## src/shared/lsf_pkg.sv

```systemverilog
`default_nettype none
package lsf_pkg;
    localparam int unsigned FIFO_DEPTH   = 128;
    localparam int unsigned PTR_W        = 7;
    localparam int unsigned CNT_W        = 8;
    localparam int unsigned DATA_W       = 8;
    localparam int unsigned SYNC_STAGES  = 3;

    // line status bit positions
    localparam int unsigned LS_DATA_READY  = 0;
    localparam int unsigned LS_OVERRUN     = 1;
    localparam int unsigned LS_PARITY      = 2;
    localparam int unsigned LS_FRAMING     = 3;
    localparam int unsigned LS_BREAK       = 4;
    localparam int unsigned LS_FIFO_ERROR  = 7;

    localparam logic [7:0]       LINE_STATUS_RESET = 8'h00;
    localparam logic [CNT_W-1:0] HOLDING_DEPTH     = 8'h01;
    localparam logic [CNT_W-1:0] FIFO_DEPTH_CNT    = 8'h80;
    localparam logic [CNT_W-1:0] CNT_ONE           = 8'h01;
    localparam logic [PTR_W-1:0] PTR_ONE           = 7'h01;
    localparam logic [DATA_W-1:0] BREAK_CHAR       = 8'h00;

    // character handed over by the deserializer
    typedef struct packed {
        logic              valid;
        logic [DATA_W-1:0] data;
        logic              parityErr;
        logic              framingErr;
        logic              lineLowFrame;
    } lsf_rx_char_s;

    // one stored entry: data plus its own error tags
    typedef struct packed {
        logic [DATA_W-1:0] data;
        logic              brk;
        logic              framingErr;
        logic              parityErr;
    } lsf_entry_s;
endpackage
`default_nettype wire

```

## src/rtl/lsf_line_status.sv

```systemverilog
// What this block does
// - break flag rises when receive line stayed low a whole character frame
// - fifo mode stores one break character per continuous break condition
// - framing flag rises when received character lacks a valid stop bit
// - fifo mode reports framing error of head character, each tagged separately
// - parity flag rises when received parity bit mismatches configured parity
// - fifo mode shows parity error of head character, not newest one
// - overrun flag rises when character completes while fifo already full
// - on overrun shift register is overwritten, fifo contents stay intact
// - data ready is one while holding register or fifo holds a character
// - data ready is zero once nothing unread remains
// - overrun, parity and framing flags read zero after reset
// - fifo mode: fifo error summary set while any stored character carries an error tag, zero in plain mode
// - break flag sits in bit four, zero when no break seen
`timescale 1ns/1ns
`default_nettype none
module lsf_line_status
    import lsf_pkg::*;
(
    input  wire logic                mclk,
    input  wire logic                sys_rst,
    input  wire logic                rxLine,
    input  wire lsf_rx_char_s        rxChar,
    input  wire logic                fifoEnable,
    input  wire logic                fifoClear,
    input  wire logic                rxDataRead,
    input  wire logic                lineStatusRead,
    output logic [DATA_W-1:0]        rxData,
    output logic [DATA_W-1:0]        shiftData,
    output logic [7:0]               line_status,
    output logic                     fifoFull,
    output logic                     fifoEmpty
);

    ////////////////////////////////////////////////////////////////////////////////
    // receive line filter for break end

    logic [SYNC_STAGES-1:0] syncQ;
    logic [SYNC_STAGES-1:0] syncD;
    logic                   lineHighQ;
    logic                   lineHighD;

    always_comb begin
        syncD     = {syncQ[SYNC_STAGES-2:0], rxLine};
        lineHighD = lineHighQ;
        if (syncQ[1] == syncQ[2]) begin
            lineHighD = syncQ[2];
        end
    end

    always_ff @(posedge mclk) begin
        if (sys_rst) begin
            syncQ     <= '1;
            lineHighQ <= 1'b1;
        end else begin
            syncQ     <= syncD;
            lineHighQ <= lineHighD;
        end
    end

    ////////////////////////////////////////////////////////////////////////////////
    // storage: holding register in plain mode, full depth in fifo mode

    lsf_entry_s       memQ [FIFO_DEPTH];
    lsf_entry_s       memD [FIFO_DEPTH];
    logic [PTR_W-1:0] wrPtrQ;
    logic [PTR_W-1:0] wrPtrD;
    logic [PTR_W-1:0] rdPtrQ;
    logic [PTR_W-1:0] rdPtrD;
    logic [CNT_W-1:0] countQ;
    logic [CNT_W-1:0] countD;
    logic [CNT_W-1:0] errCountQ;
    logic [CNT_W-1:0] errCountD;
    logic             breakHoldQ;
    logic             breakHoldD;
    logic             overrunQ;
    logic             overrunD;
    logic [DATA_W-1:0] shiftQ;
    logic [DATA_W-1:0] shiftD;
    logic [7:0]       statusQ;
    logic [7:0]       statusD;
    logic [DATA_W-1:0] rxDataQ;
    logic [DATA_W-1:0] rxDataD;
    logic             fullQ;
    logic             fullD;
    logic             emptyQ;
    logic             emptyD;

    function automatic logic entry_has_error(input lsf_entry_s e);
        entry_has_error = e.brk | e.framingErr | e.parityErr;
    endfunction

    function automatic logic at_capacity(input logic [CNT_W-1:0] cnt, input logic fifoOn);
        at_capacity = fifoOn ? (cnt >= FIFO_DEPTH_CNT) : (cnt >= HOLDING_DEPTH);
    endfunction

    lsf_entry_s newEntry;
    lsf_entry_s headEntry;
    lsf_entry_s nextHead;
    logic       isBreak;
    logic       dropBreak;
    logic       isFull;
    logic       doPush;
    logic       doPop;

    always_comb begin
        isBreak    = rxChar.lineLowFrame;
        dropBreak  = isBreak && breakHoldQ && fifoEnable;
        isFull     = at_capacity(countQ, fifoEnable);
        doPop      = rxDataRead && (countQ != '0);
        doPush     = rxChar.valid && !dropBreak && !isFull;
        headEntry  = memQ[rdPtrQ];

        newEntry.data       = isBreak ? BREAK_CHAR : rxChar.data;
        newEntry.brk        = isBreak;
        newEntry.framingErr = rxChar.framingErr;
        newEntry.parityErr  = rxChar.parityErr;
    end

    ////////////////////////////////////////////////////////////////////////////////
    // entry storage: written only on an accepted push

    always_comb begin
        memD = memQ;
        if (doPush) begin
            memD[wrPtrQ] = newEntry;
        end
    end

    generate
        for (genvar i = 0; i < FIFO_DEPTH; i++) begin : g_mem
            always_ff @(posedge mclk) begin
                memQ[i] <= memD[i];
            end
        end
    endgenerate

    ////////////////////////////////////////////////////////////////////////////////
    // write and read pointers

    always_comb begin
        wrPtrD = wrPtrQ;
        rdPtrD = rdPtrQ;
        if (doPush) begin
            wrPtrD = wrPtrQ + PTR_ONE;
        end
        if (doPop) begin
            rdPtrD = rdPtrQ + PTR_ONE;
        end
        if (fifoClear) begin
            wrPtrD = '0;
            rdPtrD = '0;
        end
    end

    always_ff @(posedge mclk) begin
        if (sys_rst) begin
            wrPtrQ <= '0;
            rdPtrQ <= '0;
        end else begin
            wrPtrQ <= wrPtrD;
            rdPtrQ <= rdPtrD;
        end
    end

    ////////////////////////////////////////////////////////////////////////////////
    // fill level and number of tagged entries held

    always_comb begin
        countD    = countQ + (doPush ? CNT_ONE : '0) - (doPop ? CNT_ONE : '0);
        errCountD = errCountQ
                  + ((doPush && entry_has_error(newEntry)) ? CNT_ONE : '0)
                  - ((doPop && entry_has_error(headEntry)) ? CNT_ONE : '0);
        if (fifoClear) begin
            countD    = '0;
            errCountD = '0;
        end
    end

    always_ff @(posedge mclk) begin
        if (sys_rst) begin
            countQ    <= '0;
            errCountQ <= '0;
        end else begin
            countQ    <= countD;
            errCountQ <= errCountD;
        end
    end

    ////////////////////////////////////////////////////////////////////////////////
    // break hold: one break character per low period in fifo mode; line returning high re-arms

    always_comb begin
        breakHoldD = breakHoldQ;
        if (lineHighQ) begin
            breakHoldD = 1'b0;
        end
        if (rxChar.valid && isBreak) begin
            breakHoldD = 1'b1;
        end
    end

    always_ff @(posedge mclk) begin
        if (sys_rst) begin
            breakHoldQ <= 1'b0;
        end else begin
            breakHoldQ <= breakHoldD;
        end
    end

    ////////////////////////////////////////////////////////////////////////////////
    // shift register always takes the newest character

    always_comb begin
        shiftD = rxChar.valid ? newEntry.data : shiftQ;
    end

    always_ff @(posedge mclk) begin
        if (sys_rst) begin
            shiftQ <= '0;
        end else begin
            shiftQ <= shiftD;
        end
    end

    ////////////////////////////////////////////////////////////////////////////////
    // overrun: a set wins over a status read in the same cycle

    always_comb begin
        overrunD = overrunQ;
        if (lineStatusRead) begin
            overrunD = 1'b0;
        end
        if (rxChar.valid && !dropBreak && isFull) begin
            overrunD = 1'b1;
        end
    end

    always_ff @(posedge mclk) begin
        if (sys_rst) begin
            overrunQ <= 1'b0;
        end else begin
            overrunQ <= overrunD;
        end
    end

    ////////////////////////////////////////////////////////////////////////////////
    // status and head data as they will stand after this edge

    always_comb begin
        nextHead = memD[rdPtrD];
        statusD  = LINE_STATUS_RESET;
        statusD[LS_DATA_READY] = (countD != '0);
        statusD[LS_OVERRUN]    = overrunD;
        statusD[LS_PARITY]     = (countD != '0) && nextHead.parityErr;
        statusD[LS_FRAMING]    = (countD != '0) && nextHead.framingErr;
        statusD[LS_BREAK]      = (countD != '0) && nextHead.brk;
        statusD[LS_FIFO_ERROR] = fifoEnable && (errCountD != '0);
        rxDataD = (countD != '0) ? nextHead.data : '0;
        fullD   = at_capacity(countD, fifoEnable);
        emptyD  = (countD == '0);
    end

    always_ff @(posedge mclk) begin
        if (sys_rst) begin
            statusQ <= LINE_STATUS_RESET;
            rxDataQ <= '0;
            fullQ   <= 1'b0;
            emptyQ  <= 1'b1;
        end else begin
            statusQ <= statusD;
            rxDataQ <= rxDataD;
            fullQ   <= fullD;
            emptyQ  <= emptyD;
        end
    end

    ////////////////////////////////////////////////////////////////////////////////
    // outputs

    assign rxData      = rxDataQ;
    assign shiftData   = shiftQ;
    assign line_status = statusQ;
    assign fifoFull    = fullQ;
    assign fifoEmpty   = emptyQ;

endmodule
`default_nettype wire

```

## config.mk

```make
export PLATFORM = sky130hd
export DESIGN_NAME = lsf_line_status
export DESIGN_NICKNAME = d
export VERILOG_FILES = /design/src/shared/lsf_pkg.sv /design/src/rtl/lsf_line_status.sv
export SDC_FILE = /design/constraint.sdc
export NUM_CORES = 2
export LEC_CHECK = 0
export BUFFER_PORTS_ARGS = -buffer_cell sky130_fd_sc_hd__buf_2
export CAP_MARGIN = 20
export CORE_MARGIN = 10
export CORE_UTILIZATION = 35
export DETAILED_ROUTE_END_ITERATION = 16
export HOLD_SLACK_MARGIN = 0.1
export PLACE_DENSITY = 0.53
export SLEW_MARGIN = 20
export SYNTH_ARGS = -nofsm -noshare
export SYNTH_HDL_FRONTEND = slang
export SYNTH_SLANG_ARGS = --single-unit
```

## constraint.sdc

```tcl
create_clock -name mclk -period 5.1 [get_ports mclk]
set_input_delay 0.51 -clock mclk [delete_from_list [all_inputs] [get_ports mclk]]
set_output_delay 0.51 -clock mclk [all_outputs]
set_load 0.05 [all_outputs]
```

# Yosys cells after proc, flatten, opt, wreduce, memory -nomap -nowiden
# Index checks and enable logic that the tools add are counted.
# classes
addsub	6
n_lt_le_gt_ge	8
n_eq_ne	1
muxes	25
bitwise	8
n_reduce_logical	23
# ops
op	n
$bwmux 1408	1
$mux 1408	1
$bmux 11 s7	2
$demux 11 s7	1
$ge 8x8->1 const B	5
$mux 11	3
$mux 8	3
$not 7->8	3
$reduce_bool 8->1	3
$add 8x1->8	2
$ge 8x1->1 const B	2
$sub 8x1->8	2
$add 7x1->7 const B	2
$logic_and 1x1->1	14
$mux 7	2
$mux 1	10
$logic_not 8->1	1
$lt 8x1->1 const B	1
$mux 3	2
$or 1x1->1	4
$reduce_or 2->1	2
$logic_not 1->1	2
$reduce_bool 2->1	1
$eq 1x1->1	1
$not 1->1	1
# word_totals
regBits	1470
inputBits	19
out_inout_bits	26
elab_cells	597

# Logic depth before layout (Yosys ltp)
# depth
word_depth	12
ltp_mapped	27
depth_no_buf	23

# Least setup slack after synthesis
# No wires, ideal clock.
# synth_timing
path_kind	register to register
startpoint	register countQ[2]
endpoint	register rxDataQ[0], in the netlist rxData[0]
arrival_ns	4.844
required_time_ns	4.966
slack_ns	0.122
stages_incl_launch_ff	25
n_path_buf	3
synth_period_minus_slack_ns	4.978
path_cell_list	dfxtp_1 inv_1 ha_1 nor3b_4 a311oi_4 buf_2 nor2_1 clkbuf_1 nor2_1 inv_1 ha_1 inv_1 ha_1 fa_1 a21oi_1 o21ai_0 mux2i_1 nand4_1 nor3_1 and2_1 clkbuf_1 nor4_1 nand3_1 o211ai_1 or4_1
# synth_between
elab_chain_cells	11
# synth_lines
item	line	source
start, declared	lsf_line_status.sv:70	logic [CNT_W-1:0] countQ;
start signal, assigned	lsf_line_status.sv:185	countQ <= countD;
$ge 8x1->1 or $ge 8x8->1 (tied branches)	lsf_line_status.sv:94	at_capacity = fifoOn ? (cnt >= FIFO_DEPTH_CNT) : (cnt >= HOLDING_DEPTH);
$mux 1	lsf_line_status.sv:94	
$logic_not 1->1	lsf_line_status.sv:111	doPush = rxChar.valid && !dropBreak && !isFull;
$logic_and 1x1->1	lsf_line_status.sv:111	
$mux 1	lsf_line_status.sv:170	countD = countQ + (doPush ? CNT_ONE : '0) - (doPop ? CNT_ONE : '0);
$add 8x1->8	lsf_line_status.sv:170	
$sub 8x1->8	lsf_line_status.sv:170	
$mux 8	lsf_line_status.sv:174	if (fifoClear) begin
$reduce_bool 8->1	lsf_line_status.sv:259	rxDataD = (countD != '0) ? nextHead.data : '0;
$not 1->1 (no source line)	n/a	
$reduce_or 2->1 (no source line)	n/a	
end signal, assigned	lsf_line_status.sv:272	rxDataQ <= rxDataD;
end, declared	lsf_line_status.sv:82	logic [DATA_W-1:0] rxDataQ;
# Several ways; a longest one is shown, not always the timed one. The select of a mux whose other input is x is not followed.
# A chain may end at the register's enable or synchronous reset.

# Worst setup path in the final report
# layout_timing
startpoint	register countQ[4]
endpoint	register rxDataQ[7], in the netlist rxData[7]
# The elaborated chain is that of the path after synthesis.

==> results.md <==
- Status: finished with violations
- Failing checks: negative setup slack
- Placeable core region: 0.202 mm^2
- CP arrival: 6.14 ns
- Sequential Area: 0.0294 mm^2
- Cell Rows: between 150 and 200
- Most frequent cell after synthesis: o21ai_0
- RR Startpoint: countQ[4]$_SDFF_PP0_
- H-tree Lvls: 4
- Number of routed nets with antenna violations: 0
- Drt pass-1 iters: 7
- Placed insts: 12,213
- Worst Hold Endpoint: shiftData[1]$_SDFFE_PP0P_
- Fmax: ~190 MHz
- WL/cell: roughly 33 um
- Crit share post-route: 104%
- Slew @ Worst Pin: 1.30 ns
- Cts bufs inserted: 173
- Clock-pin slew on the worst setup and hold paths: 0.06 ns
- Slew headroom: 12.6%
- Initial Util: between 30% and 40%
- Leak pwr: 32.7 nW
- Post-synth EDFFs: 0
- Post-DP HPWL: 304 mm
- Die X: around 470 um
- Top cell type's share of synthesized area: between 40% and 50%
- Clock latency on the worst-skew pair: 0.89 ns
- Min Tclk post-route: 5.30 ns
- Hold Startpoint: rxChar[11]
- CTS tree: yes
- Largest net degree at the start of global routing: around 120
- R2R depth: 18
- IO buf count: 42
- Yosys cell types: 113
- Synth-to-Final Area Change: 25.6%
- Fin. max-slew vios: 0
- Mapped cell area: slightly above 0.07 mm^2
- Synth top cells by count: o21ai_0 (1,650), nand2_1 (1,613), dfxtp_1 (1,467)
- Vias in the first global route: 72,810
- Fin. Hold Viols: 0
- Post-Layout Cell Count: 12,574
- Ys Warns: 0
- Post-synthesis area per instance: slightly below 8 um^2
- Area leader, netlist: dfxtp_1
- I/O pin cnt: 45
- Root Buffer: clkbuf_16
- Worst hold path type: in2reg
- Remaining Overflow, GRT: 0
- CP Class: reg2reg
- # fillers: 20,163
- Power, Total: 41.1 mW
- Worst reg2reg path endpoint: rxData[7]$_SDFF_PP0_
- Register bit count reported by yosys: 1,467
- Setup violations, final: 7
- Vias/cell: 6.37
- Crit path capture type: flip-flop
- Syn Inst Count: 9,094
- Area contributors post-synth: dfxtp_1 (41%), o21ai_0 (12%), nand2_1 (8.5%)
- Pre-CTS setup slack: -0.435 ns
- PD cells: 461 mW/mm^2
- Final WS setup: -0.202 ns
- Antenna violations before repair: 32
- First-pass GRT wire length: between 500 and 600 mm
- DRC Markers: 0
- Gpl congestion: 1.05
- Clk sink count: between 1,000 and 1,500
- RSZ-0062 raised after global routing: true
- First DRT Iteration DRCs: between 10,000 and 15,000
- Synth Flop Type: dfxtp_1
- Worst hold stages: 3
- Die H: 470 um
- Util after Layout: 44.1%
- Clock Path Buffers: 3
- Async SR Flop Fraction: 0%
- Clk_skew: 0.0387 ns
- Reg2Reg Setup Slack: -0.20 ns
- Die area: 0.221 mm^2
- Worst setup SP type: flip-flop
- Crit path required time: 5.94 ns
- Sequential element share of the synthesized area: 41.4%
- Max_cap viols: 0
- DR vias: around 80,000
- Share of layout cells above drive strength 1: 19.8%
- Worst Setup SP: countQ[4]$_SDFF_PP0_
- Footprint of the multi-input gates: 0.0381 mm^2
- CP max FO: 9
- Final #Nets: about 9,800
- Overall global routing resource usage: between 30% and 40%
- VDD IR max: 0.471 mV
- Routed WL: 420 mm
-- layer usage --
metal  up-vias  global-route usage (%)  wire length, um
met5         -                       0              166
met4        24                    24.9            35100
met3      1539                    10.5            50200
met2      5534                    51.7           170000
met1     38254                    45.5           164000
li1      34700                       -                -
-- cell type report --
type,count,share of cell area [%]
flip-flops and latches,1467,33.0
clock buffers,251,5.76
diodes,18,0.0506
multi-input cells,6655,42.8
inverters,62,0.275
repair buffers,1384,13.4
well taps,2672,3.75
clock inverters,65,1.01
-- registers in the layout, summed over array words and instances, names as in the netlist, 3 cells and up --
register	cells
line_status	6
errCountQ	8
countQ	8
syncQ	3
memQ	1408
shiftData	8
rxData	8
rdPtrQ	7
wrPtrQ	7
-- cells in the final DEF (no fill, tap or decap), drive strengths merged, types with 85 or more instances in the layout --
| cell type | synthesis | final |
|---|---|---|
| o21ai | 1682 | 1682 |
| nand2 | 1616 | 1616 |
| dfxtp | 1467 | 1467 |
| buf | 302 | 1378 |
| nor3 | 473 | 473 |
| nor2 | 402 | 402 |
| a21oi | 336 | 336 |
| o211ai | 277 | 277 |
| clkbuf | 609 | 254 |
| a211oi | 247 | 247 |
| nand3 | 242 | 242 |
| o22ai | 103 | 103 |
| mux2i | 90 | 90 |
| a31oi | 87 | 87 |
| a2111oi | 85 | 85 |
-- critical path: stages (launching register included) --
cell and delay (ns):
dfxtp_1 0.34, inv_1 0.07, ha_1 0.23, buf_12 0.16
nand2_2 0.07, buf_4 0.21, o2111ai_4 0.45, buf_4 0.42
a2111oi_0 0.79, buf_4 0.28, or3_1 0.11, o311a_1 0.17
o21ai_0 0.07, a211oi_1 1.08, a211oi_1 0.11, a31oi_1 0.18
buf_4 0.17, o31a_1 0.19, buf_12 0.12
-- repair_timing --
action | CTS | global route
buffers inserted | 5 | 16
cloned | 0 | 3
hold buffers | 3 | 0
endpoints found under the setup margin | 15 | 15
resized for setup | 23 | 68
pin swaps | 1 | 16
endpoints found under the hold margin | 3 | 0
-- power by group --
part | switching (mW) | total (mW) | internal [mW]
logic | 10.6 | 15.9 | 5.34
clock network | 5.59 | 13.3 | 7.73
registers | 0.188 | 11.8 | 11.7
-- cells by family after synthesis --
group                      after synthesis  synth area share, %
xor gates and xnor gates                19                0.235
AOI/OAI and AO/OA                     3408                 30.4
and+or+nand+nor                       3034                 18.7
adders and majority gates               26                0.480
DFF                                   1467                 41.4
other                                    1              0.00529
muxes                                  166                 2.93
buffers and inverters                  973                 5.87
-- stage by stage --
step	hold WS (ns)	area, um^2	TNS [ns]
detailed placement	0.422	82200	-2.94
CTS	0.111	88400	-0.0321
global route	0.131	89000	-0.323
floorplan	0.389	70900	0
finish	0.153	89000	-0.545
global placement	0.412	82200	-3.29
-- how the worst max path moves through the flow --
stage	end	slack (ns)	depth (start not counted)
2_1_floorplan	rxData[0]$_SDFF_PP0_	0.12	24
3_3_place_gp	line_status[7]$_SDFF_PP0_	-0.46	22
3_5_place_dp	line_status[2]$_SDFF_PP0_	-0.43	24
4_1_cts	line_status[2]$_SDFF_PP0_	-0.03	19
5_1_grt	line_status[7]$_SDFF_PP0_	-0.12	24
6_report	rxData[7]$_SDFF_PP0_	-0.20	18
Note: power is estimated with default switching activity, not from simulation.
